### src/inc/meter_seq_pkg.sv
// What this block does
// - multiple single-shot arms, then revert to hold
// - hold remote bus during multiple arming while commandQueueEnable low
// - latch setting: off is 0, on is 1
// - latch on clears stored trigger, mutes error
// - latch setting off after power-on
// - latch off: busy trigger flags error, dropped
// - latch on: keep first busy trigger, no error
// - stored trigger satisfies pending external event
// - latch serves arm, trigger and sample
// - reset command turns latch off
// - self-test fault sets bit 0 and aux bit
// - error output high while error bits set
// - timer source inserts interval between readings
// - interval up to 6000 s, 100 ns steps
// - default interval is one second
// - first timed reading starts without waiting
// - autorange suspended while timer source selected
// - sweep and count exclusive; sweep selects timer
// - after reset use reading count definition
// - terminal codes 0,1,2; error on mismatch
// - single beep, then beep enable unchanged
// - external arm select clears stored trigger only while latch on
// - arm, then trigger, then sample, in order
// - arm count 0 or 1 means one arm
package meter_seq_pkg;
  localparam int CLK_NS = 25;
  localparam int TICK_NS = 100;
  localparam int TICK_CYC = TICK_NS / CLK_NS;
  localparam int TICK_W = 36;
  localparam int MAX_INTERVAL_S = 6000;
  localparam logic [TICK_W-1:0] MAX_TICKS = TICK_W'(64'd6000 * 64'd10000000);
  localparam logic [TICK_W-1:0] RST_INTERVAL = TICK_W'(64'd10000000);
  localparam int ARM_W = 32;
  localparam int RDG_W = 24;
  localparam logic [RDG_W-1:0] RST_READINGS = 24'h000001;
  localparam logic [RDG_W-1:0] RST_SWEEP_RDGS = 24'h000400;
  localparam logic HOLD_OFF = 1'b0;
  localparam logic HOLD_ON = 1'b1;
  localparam int ERR_W = 16;
  localparam int ERR_HW_BIT = 0;
  localparam int ERR_TERM_BIT = 1;
  localparam int ERR_EARLY_BIT = 2;
  localparam logic [1:0] TERM_OPEN = 2'h0;
  localparam logic [1:0] TERM_FRONT = 2'h1;
  localparam logic [1:0] TERM_REAR = 2'h2;
  localparam int TONE_NS = 100000;
  localparam int TONE_CYC = TONE_NS / CLK_NS;

  typedef enum logic [2:0] {SRC_AUTO, SRC_EXT, SRC_SGL, SRC_HOLD, SRC_TIMER} src_e;

  typedef struct packed {
    logic armSel;
    src_e armSrc;
    logic [ARM_W-1:0] armCount;
    logic trigSel;
    src_e trigSrc;
    logic countSel;
    src_e sampleSrc;
    logic [RDG_W-1:0] readings;
    logic sweepSel;
    logic timerSel;
    logic [TICK_W-1:0] interval;
    logic holdSel;
    logic holdVal;
    logic resetCmd;
    logic termSel;
    logic [1:0] termCode;
    logic toneCmd;
  } cmd_s;

  typedef struct packed {
    logic arm;
    logic trig;
    logic sample;
  } events_s;
endpackage : meter_seq_pkg

### src/logic/meter_trigger_sequencer.sv
`timescale 1ns/1ps
module meter_trigger_sequencer #(
  parameter logic [meter_seq_pkg::TICK_W-1:0] MIN_TICKS = 36'h0000000c8,
  parameter logic [meter_seq_pkg::TICK_W-1:0] DEF_INTERVAL = meter_seq_pkg::RST_INTERVAL
) (
  // clock and reset
  input wire logic clk,
  input wire logic rstn,
  // commands from the remote controller; cmd and errClear are one-cycle strobes
  input wire meter_seq_pkg::cmd_s cmd,
  input wire logic commandQueueEnable,
  input wire logic autoRangeReq,
  input wire logic beepEnable,
  input wire logic errClear,
  // self-test result
  input wire logic selfTestFault,
  input wire logic [meter_seq_pkg::ERR_W-1:0] selfTestAux,
  // analog side
  input wire logic readingDone,
  // pins
  input wire logic extTrigPin,
  input wire logic termSwitchRear,
  // outputs
  output meter_seq_pkg::events_s events,
  output logic readingBusy,
  output logic busHold,
  output logic autoRangeActive,
  output logic beeper,
  output logic useSweep,
  output logic [meter_seq_pkg::ERR_W-1:0] errorReg,
  output logic [meter_seq_pkg::ERR_W-1:0] auxErrorReg,
  output logic errorIndicator,
  output logic holdEnable,
  output logic storedTrigger
);
  generate
    if (MIN_TICKS == '0 || MIN_TICKS > DEF_INTERVAL || DEF_INTERVAL > meter_seq_pkg::MAX_TICKS) begin : g_bad
      $error("interval limits out of range");
    end
    if (meter_seq_pkg::TICK_CYC < 1) begin : g_badtick
      $error("tick shorter than clock");
    end
  endgenerate
  typedef enum logic [1:0] {ST_ARM, ST_TRIG, ST_SAMPLE, ST_READ} state_e;
  logic initAll;
  logic [2:0] pinSync_r;
  logic [1:0] termSync_r;
  logic extFall;
  state_e state_r;
  meter_seq_pkg::src_e armSrc_r, trigSrc_r, sampleSrc_r;
  logic [meter_seq_pkg::ARM_W-1:0] armsLeft_r;
  logic multiArm_r;
  logic [meter_seq_pkg::RDG_W-1:0] rdgCount_r, sweepCount_r, rdgLeft_r;
  logic [meter_seq_pkg::TICK_W-1:0] timerIval_r, sweepIval_r, timerCnt_r;
  logic [7:0] tickDiv_r;
  logic tick;
  logic firstRdg_r;
  logic extAvail, armOk, trigOk, sampleOk, extUsed, cycleDone;
  logic [31:0] toneCnt_r;
  logic [meter_seq_pkg::TICK_W-1:0] ival;
  // settings return to power-on values on either reset
  assign initAll = ~rstn | cmd.resetCmd;
  // pins cross two flops before use; third stage only for edge detection
  always_ff @(posedge clk) begin
    if (!rstn) begin
      pinSync_r <= 3'h7;
      termSync_r <= 2'h0;
    end else begin
      pinSync_r <= {pinSync_r[1:0], extTrigPin};
      termSync_r <= {termSync_r[0], termSwitchRear};
    end
  end
  assign extFall = pinSync_r[2] & ~pinSync_r[1];
  assign readingBusy = (state_r == ST_READ);
  // hold latch setting and stored trigger flag
  always_ff @(posedge clk) begin
    if (initAll) begin
      holdEnable <= meter_seq_pkg::HOLD_OFF;
    end else if (cmd.holdSel) begin
      holdEnable <= cmd.holdVal;
    end
  end
  always_ff @(posedge clk) begin
    if (initAll) begin
      storedTrigger <= 1'b0;
    end else if (extFall && readingBusy && holdEnable) begin
      storedTrigger <= 1'b1; // a pin edge beats a same-cycle clear, so none is lost
    end else if (cmd.holdSel && cmd.holdVal == meter_seq_pkg::HOLD_ON) begin
      storedTrigger <= 1'b0;
    end else if (cmd.armSel && cmd.armSrc == meter_seq_pkg::SRC_EXT && holdEnable) begin
      storedTrigger <= 1'b0;
    end else if (extUsed) begin
      storedTrigger <= 1'b0;
    end
  end

  // an external event is usable only between readings
  assign extAvail = ~readingBusy & (extFall | storedTrigger);
  assign armOk = (armSrc_r == meter_seq_pkg::SRC_AUTO) |
                 (armSrc_r == meter_seq_pkg::SRC_EXT & extAvail) |
                 (armSrc_r == meter_seq_pkg::SRC_SGL & armsLeft_r != '0);
  assign trigOk = (trigSrc_r == meter_seq_pkg::SRC_AUTO) |
                  (trigSrc_r == meter_seq_pkg::SRC_EXT & extAvail) |
                  (trigSrc_r == meter_seq_pkg::SRC_SGL);
  assign sampleOk = (sampleSrc_r == meter_seq_pkg::SRC_AUTO) |
                    (sampleSrc_r == meter_seq_pkg::SRC_EXT & extAvail) |
                    (sampleSrc_r == meter_seq_pkg::SRC_TIMER & (firstRdg_r | timerCnt_r == '0));
  assign extUsed = (state_r == ST_ARM & armSrc_r == meter_seq_pkg::SRC_EXT & extAvail) |
                   (state_r == ST_TRIG & trigSrc_r == meter_seq_pkg::SRC_EXT & extAvail) |
                   (state_r == ST_SAMPLE & sampleSrc_r == meter_seq_pkg::SRC_EXT & extAvail);
  assign cycleDone = readingBusy & readingDone & (rdgLeft_r <= 24'h000001);

  // arm, trigger, sample, read, strictly in order
  always_ff @(posedge clk) begin
    if (initAll) begin
      state_r <= ST_ARM;
    end else begin
      case (state_r)
        ST_ARM: if (armOk) state_r <= ST_TRIG;
        ST_TRIG: if (trigOk) state_r <= ST_SAMPLE;
        ST_SAMPLE: if (sampleOk) state_r <= ST_READ;
        ST_READ: if (readingDone) state_r <= cycleDone ? ST_ARM : ST_SAMPLE;
        default: state_r <= ST_ARM;
      endcase
    end
  end

  always_ff @(posedge clk) begin
    if (initAll) begin
      events <= '0;
    end else begin
      events.arm <= (state_r == ST_ARM) & armOk;
      events.trig <= (state_r == ST_TRIG) & trigOk;
      events.sample <= (state_r == ST_SAMPLE) & sampleOk;
    end
  end

  // arm source and multiple arming
  always_ff @(posedge clk) begin
    if (initAll) begin
      armSrc_r <= meter_seq_pkg::SRC_AUTO;
      armsLeft_r <= '0;
      multiArm_r <= 1'b0;
    end else if (cmd.armSel) begin
      armSrc_r <= cmd.armSrc;
      if (cmd.armSrc == meter_seq_pkg::SRC_SGL) begin
        armsLeft_r <= (cmd.armCount <= 32'h00000001) ? 32'h00000001 : cmd.armCount;
        multiArm_r <= (cmd.armCount > 32'h00000001);
      end else begin
        armsLeft_r <= '0;
        multiArm_r <= 1'b0;
      end
    end else begin
      if (state_r == ST_ARM && armOk && armSrc_r == meter_seq_pkg::SRC_SGL) begin
        armsLeft_r <= armsLeft_r - 32'h00000001;
      end
      if (cycleDone && armSrc_r == meter_seq_pkg::SRC_SGL && armsLeft_r == '0) begin
        armSrc_r <= meter_seq_pkg::SRC_HOLD;
        multiArm_r <= 1'b0;
      end
    end
  end

  // while commandQueueEnable is low, the bus stays held until the last cycle of a multiple arm ends
  assign busHold = multiArm_r & ~commandQueueEnable;

  // trigger source; single trigger reverts to hold once used
  always_ff @(posedge clk) begin
    if (initAll) begin
      trigSrc_r <= meter_seq_pkg::SRC_AUTO;
    end else if (cmd.trigSel) begin
      trigSrc_r <= cmd.trigSrc;
    end else if (state_r == ST_TRIG && trigSrc_r == meter_seq_pkg::SRC_SGL) begin
      trigSrc_r <= meter_seq_pkg::SRC_HOLD;
    end
  end

  // sample definition: last of count or sweep wins
  always_ff @(posedge clk) begin
    if (initAll) begin
      sampleSrc_r <= meter_seq_pkg::SRC_AUTO;
      rdgCount_r <= meter_seq_pkg::RST_READINGS;
      sweepCount_r <= meter_seq_pkg::RST_SWEEP_RDGS;
      sweepIval_r <= MIN_TICKS;
      useSweep <= 1'b0;
    end else if (cmd.sweepSel) begin
      if (cmd.readings != '0 && cmd.interval >= MIN_TICKS && cmd.interval <= meter_seq_pkg::MAX_TICKS) begin
        sweepCount_r <= cmd.readings;
        sweepIval_r <= cmd.interval;
        sampleSrc_r <= meter_seq_pkg::SRC_TIMER;
        useSweep <= 1'b1;
      end
    end else if (cmd.countSel) begin
      if (cmd.readings != '0) begin
        rdgCount_r <= cmd.readings;
        sampleSrc_r <= cmd.sampleSrc;
        useSweep <= 1'b0;
      end
    end
  end

  // timer interval in 100 ns ticks; out-of-range requests are ignored
  always_ff @(posedge clk) begin
    if (initAll) begin
      timerIval_r <= DEF_INTERVAL;
    end else if (cmd.timerSel && cmd.interval >= MIN_TICKS && cmd.interval <= meter_seq_pkg::MAX_TICKS) begin
      timerIval_r <= cmd.interval;
    end
  end

  assign ival = useSweep ? sweepIval_r : timerIval_r;

  always_ff @(posedge clk) begin
    if (!rstn) begin
      tickDiv_r <= '0;
    end else if (tick || (state_r == ST_SAMPLE && sampleOk)) begin
      tickDiv_r <= '0; // restart the phase at each reload so the interval is whole
    end else begin
      tickDiv_r <= tickDiv_r + 8'h01;
    end
  end
  assign tick = (tickDiv_r == 8'(meter_seq_pkg::TICK_CYC - 1));
  // reload at each reading start, count down on ticks
  always_ff @(posedge clk) begin
    if (initAll) begin
      timerCnt_r <= '0;
    end else if (state_r == ST_SAMPLE && sampleOk) begin
      timerCnt_r <= ival;
    end else if (tick && timerCnt_r != '0) begin
      timerCnt_r <= timerCnt_r - 36'h000000001;
    end
  end

  // first reading after a trigger does not wait
  always_ff @(posedge clk) begin
    if (initAll) begin
      firstRdg_r <= 1'b1;
    end else if (state_r == ST_TRIG && trigOk) begin
      firstRdg_r <= 1'b1;
    end else if (state_r == ST_SAMPLE && sampleOk) begin
      firstRdg_r <= 1'b0;
    end
  end

  always_ff @(posedge clk) begin
    if (initAll) begin
      rdgLeft_r <= '0;
    end else if (state_r == ST_TRIG && trigOk) begin
      rdgLeft_r <= useSweep ? sweepCount_r : rdgCount_r;
    end else if (readingBusy && readingDone) begin
      rdgLeft_r <= rdgLeft_r - 24'h000001;
    end
  end

  assign autoRangeActive = autoRangeReq & (sampleSrc_r != meter_seq_pkg::SRC_TIMER);

  // error registers: hardware set wins over software clear
  always_ff @(posedge clk) begin
    if (!rstn) begin
      errorReg <= '0;
      auxErrorReg <= '0;
    end else begin
      if (errClear) begin
        errorReg <= '0;
        auxErrorReg <= '0;
      end
      if (selfTestFault) begin
        errorReg[meter_seq_pkg::ERR_HW_BIT] <= 1'b1;
        auxErrorReg <= (errClear ? '0 : auxErrorReg) | selfTestAux;
      end
      if (cmd.termSel && (cmd.termCode == meter_seq_pkg::TERM_OPEN || cmd.termCode > meter_seq_pkg::TERM_REAR ||
          (cmd.termCode == meter_seq_pkg::TERM_FRONT && termSync_r[1]) ||
          (cmd.termCode == meter_seq_pkg::TERM_REAR && !termSync_r[1]))) begin
        errorReg[meter_seq_pkg::ERR_TERM_BIT] <= 1'b1;
      end
      if (extFall && readingBusy && !holdEnable) begin
        errorReg[meter_seq_pkg::ERR_EARLY_BIT] <= 1'b1;
      end
    end
  end
  assign errorIndicator = |errorReg;

  // tone sounds regardless of beep enable, which it never touches
  always_ff @(posedge clk) begin
    if (!rstn) begin
      toneCnt_r <= '0;
    end else if (cmd.toneCmd) begin
      toneCnt_r <= 32'(meter_seq_pkg::TONE_CYC);
    end else if (toneCnt_r != '0) begin
      toneCnt_r <= toneCnt_r - 32'h00000001;
    end
  end
  assign beeper = (toneCnt_r != '0);

  // checks
  a_early_err_set: assert property (@(posedge clk) disable iff (!rstn)
    extFall && readingBusy && !holdEnable |=> errorReg[meter_seq_pkg::ERR_EARLY_BIT])
    else $error("early trigger not flagged");
  a_hold_no_err: assert property (@(posedge clk) disable iff (!rstn)
    holdEnable && !cmd.holdSel && !errClear && !errorReg[meter_seq_pkg::ERR_EARLY_BIT]
    |=> !errorReg[meter_seq_pkg::ERR_EARLY_BIT])
    else $error("early error raised with latch on");
  a_hold_on_clr: assert property (@(posedge clk) disable iff (!rstn)
    cmd.holdSel && cmd.holdVal && !cmd.resetCmd && !(extFall && readingBusy && holdEnable)
    |=> holdEnable && !storedTrigger)
    else $error("latch on did not clear");
  a_reset_off: assert property (@(posedge clk) disable iff (!rstn)
    cmd.resetCmd |=> !holdEnable && !useSweep)
    else $error("reset left latch or sweep");
  a_err_out: assert property (@(posedge clk) disable iff (!rstn)
    selfTestFault || (cmd.termSel && cmd.termCode == meter_seq_pkg::TERM_OPEN) |=> errorIndicator)
    else $error("error output not raised");
  a_hw_fault: assert property (@(posedge clk) disable iff (!rstn)
    selfTestFault |=> errorReg[meter_seq_pkg::ERR_HW_BIT] && (~auxErrorReg & $past(selfTestAux)) == '0)
    else $error("self-test fault not recorded");
  a_event_order: assert property (@(posedge clk) disable iff (!rstn)
    events.trig |-> $past(state_r) == ST_TRIG && !events.arm && !events.sample)
    else $error("trigger out of order");
  a_sweep_timer: assert property (@(posedge clk) disable iff (!rstn)
    cmd.sweepSel && !cmd.resetCmd && cmd.readings != '0 && cmd.interval >= MIN_TICKS
    && cmd.interval <= meter_seq_pkg::MAX_TICKS |=> useSweep && !autoRangeActive)
    else $error("sweep did not select timer");
  a_autorange: assert property (@(posedge clk) disable iff (!rstn)
    cmd.countSel && cmd.readings != '0 && !cmd.sweepSel && !cmd.resetCmd
    |=> autoRangeActive == (autoRangeReq && $past(cmd.sampleSrc) != meter_seq_pkg::SRC_TIMER))
    else $error("autorange not suspended or resumed");
  a_bus_hold: assert property (@(posedge clk) disable iff (!rstn)
    cycleDone && armsLeft_r == '0 && armSrc_r == meter_seq_pkg::SRC_SGL && !cmd.armSel && !cmd.resetCmd
    |=> !busHold && armSrc_r == meter_seq_pkg::SRC_HOLD)
    else $error("multiple arming did not end");
  a_timer_wait: assert property (@(posedge clk) disable iff (!rstn)
    state_r == ST_SAMPLE && sampleSrc_r == meter_seq_pkg::SRC_TIMER && !firstRdg_r && timerCnt_r != '0
    |-> !events.sample ##1 !events.sample)
    else $error("timed reading started early");
  c_multi_arm: cover property (@(posedge clk) disable iff (!rstn) busHold ##1 !busHold);
  c_stored_use: cover property (@(posedge clk) disable iff (!rstn) storedTrigger ##1 !storedTrigger);
  c_timed_read: cover property (@(posedge clk) disable iff (!rstn)
    events.sample && sampleSrc_r == meter_seq_pkg::SRC_TIMER && !firstRdg_r);
endmodule : meter_trigger_sequencer

### config.mk
export PLATFORM = sky130hd
export DESIGN_NAME = meter_trigger_sequencer
export DESIGN_NICKNAME = d
export VERILOG_FILES = /design/src/inc/meter_seq_pkg.sv /design/src/logic/meter_trigger_sequencer.sv
export SDC_FILE = /design/constraint.sdc
export NUM_CORES = 1
export LEC_CHECK = 0
export BUFFER_PORTS_ARGS = -buffer_cell sky130_fd_sc_hd__buf_2
export CAP_MARGIN = 20
export CORE_MARGIN = 10
export CORE_UTILIZATION = 46
export DETAILED_ROUTE_END_ITERATION = 6
export GPL_ROUTABILITY_DRIVEN = 0
export PLACE_DENSITY = 0.68
export SYNTH_ARGS = -nofsm -noshare
export SYNTH_HDL_FRONTEND = slang
export SYNTH_SLANG_ARGS = --single-unit
### constraint.sdc
create_clock -name clk -period 2.35 [get_ports clk]
set_input_delay 0.235 -clock clk [delete_from_list [all_inputs] [get_ports clk]]
set_output_delay 0.235 -clock clk [all_outputs]
set_load 0.1 [all_outputs]
==> out/qor.yml <==
synthAdderAreaFrac: 0.00775
htree_num_levels: 2
numPortBuffers: 167
p_total_mw: 13.7
violations: "negative setup slack"
worst_slack_ps: -321
die_y_um: 198
cp_data_required_time_ps: 2740
critPathKind: "reg2reg"
cts_buffer_depth: 3
fin_crit_sh: 1.14
synth_top_area_cell: "dfxtp_1"
slew_viol_final: 0
finalClockSkew_ps: 20.2
start_util: 0.471
cp_common_cell: "buf_6"
avgSynthCellArea_um2: 8.83
synthSimpleGateAreaFrac: 0.227
hold_class: "in2reg"
die_w_um: 198
synth-compound-area-share: 0.133
fmax_ghz: 0.374
run_status: "complete, but fails checks"
end_kind: "flip-flop"
slew_headroom: 0.512
synth_edf_count: 0
final-setup-viol-count: 35
start_kind: "flip-flop"
gr-total-overflow: 0
synthTopCellsByArea: "dfxtp_1 41%, mux2i_1 9.2%, nand2_1 4.9%"
cts_tree: "done"
synth_area_um2: 14500
synth_top_family_by_area: "simple AND/OR/NAND/NOR gates"
boundaryPins: 182
first_pass_iters: 6
cap_viol_max_count: 0
drc: 0
ys.flop_type: "dfxtp_1"
grt_pass1_wl_mm: 69.0
rsz0062_at_grt: "yes"
clock_sinks: 295
yosysSeqAreaShare: 0.407
yosys.cell_count.top_type: "dfxtp_1"
grt_max_degree: 77
hold_viol: 0
totalWireLength_mm: 43.8
ys_types: 89
grt_pass1_vias: 13561
dp_hpwl_mm: 29.0
leakagePower_nw: 8.00
post-place-ws_ps: -287
core_area_um2: 30800
vias: 13498
viasPerCell: 5.65
synth-seq-cells: 295
cts_buffers: 35
drtAntennaViolNets: 0
crit_slowest_cell: "or4b_4"
clk_transition_reported_paths_ps: 60
max_stage_delay_ps: 460
cellPowerDensity_nw_per_um2: 705
synth_xor_area_frac: 0.0579
grt_antenna_before_repair: 2
num_rows: 64
syn_inst: 1645
insertion_delay_ps: 520
track_usage: 0.212
synthArstFlopShare: 0
ys.warnings.count: 0
synth.top_cell.area_share: 0.407
fin_nets: 2111
cts-root-buf: "clkbuf_16"
path_cells: "inv_2, ha_4, or4b_4, or3_4, buf_6, o41ai_4, buf_6, nor4_4, xnor2_1, a21oi_2"
cp.arrival_ps: 3060
worst_pin_slew_ps: 731
avgRoutedWirePerCell_um: 18.3
ir_worst_vdd_uv: 502
drt-initial-drc-count: 872
synth_mux_area_frac: 0.120
nFillCells: 2499
die-area_um2: 39100
critPathMaxFanout: 6
synthTopCellsByCount: "295 x dfxtp_1, 191 x nand2_1, 145 x nor2_1"
syn_to_final_growth_pct: 33.6
drive_gt1_frac: 0.288
period_needed_ps: 2670
[through the flow]
step,TNS (ps),instance area [um^2],instances,hold WS [ps],utilization
2_1_floorplan,-28.9,14600,1657,336,-
3_3_place_gp,-10270,16600,2245,399,0.538
3_5_place_dp,-14700,16600,2245,399,0.538
4_1_cts,-3600,19000,2378,0.504,0.616
5_1_grt,-8030,19400,2388,21.4,0.629
6_report,-4970,19400,2389,11.5,0.630
[logic make-up (layout without fill, tap and decap cells)]
family | after synthesis | count (layout)
buf+inv | 140 | 473
xor+xnor | 96 | 96
flops | 295 | 295
other cells | 1 | 16
simple gates | 641 | 641
compound gates | 294 | 294
mux | 169 | 169
fa+ha+maj | 9 | 9
[worst max-delay path, delay by kind of cell, from the launching register on]
| family | cells | cell delay, ps |
|---|---|---|
| fa+ha+maj | 1 | 130 |
| xor+xnor | 1 | 310 |
| flops | 1 | 320 |
| simple gates | 3 | 880 |
| compound gates | 2 | 450 |
| buf+inv | 3 | 430 |
[layout by cell type, fill, tap and decap left out, drive strengths merged, types with 12 or more instances in the layout]
| cell | synthesis | layout |
|---|---|---|
| buf | 40 | 332 |
| dfxtp | 295 | 295 |
| nand2 | 193 | 193 |
| nor2 | 145 | 145 |
| mux2i | 133 | 133 |
| a21oi | 82 | 82 |
| o21ai | 80 | 80 |
| nor4 | 66 | 66 |
| xnor2 | 57 | 57 |
| clkbuf | 72 | 53 |
| nor3 | 52 | 52 |
| dlygate4sd3 | 0 | 48 |
| xor2 | 39 | 39 |
| mux2 | 36 | 36 |
| nand3 | 35 | 35 |
| nor2b | 29 | 29 |
| inv | 27 | 27 |
| a211oi | 26 | 26 |
| or3 | 26 | 26 |
| a22oi | 22 | 22 |
| or4 | 22 | 22 |
| conb | 1 | 13 |
| nand4 | 12 | 12 |
[final cells by class]
class	instances	area, um^2	share of cell area
clock inverters	12	178	0.00915
repair buffers	381	2970	0.153
clock buffers	52	1030	0.0531
diodes	3	7.51	0.000387
multi-input cells	1222	8690	0.448
well taps	396	495	0.0255
inverters	28	121	0.00625
flip-flops and latches	295	5910	0.305
[worst paths after layout]
| path | from | to | slack, ps | depth (start not counted) |
|---|---|---|---|---|
| max | timerCnt_r[0] | timerCnt_r[19] | -320 | 10 |
| min | cmd[67] | sweepCount_r[22] | 10 | 3 |
| max reg2reg | timerCnt_r[0] | timerCnt_r[19] | -320 | 10 |
| min reg2reg | pinSync_r[0] | pinSync_r[1] | 410 | 1 |
[state kept, by name, summed over array words and instances (netlist names), 8 cells and up]
name and cells:
rdgCount_r 24, timerCnt_r 36, rdgLeft_r 24, armsLeft_r 32, sweepCount_r 24, sweepIval_r 36
toneCnt_r 32, tickDiv_r 8, auxErrorReg 16, timerIval_r 36
[per-layer routing]
layer  global-route usage  wire (um)  vias to the layer above
li1                     -          -                     6537
met1                0.254      17900                     6467
met2                0.368      21800                      388
met3               0.0376       2460                      106
met4               0.0866       1650                        0
met5                    0          0                        -
[what timing repair did]
item                                   CTS  global route
cloned                                   9             1
endpoints found under the hold margin   59             0
setup buffers                           12            12
pin swaps                               26            43
hold buffers                            48             0
resized for setup                       99            73
setup endpoints to repair               39            72
[power breakdown]
part           total (mW)  internal (mW)  switching (mW)
Combinational        2.73           1.11            1.62
Clock                5.62           3.49            2.13
Sequential           5.34           5.19           0.152
Total                13.7           9.79            3.90
Note: power is estimated with default switching activity, not from simulation.
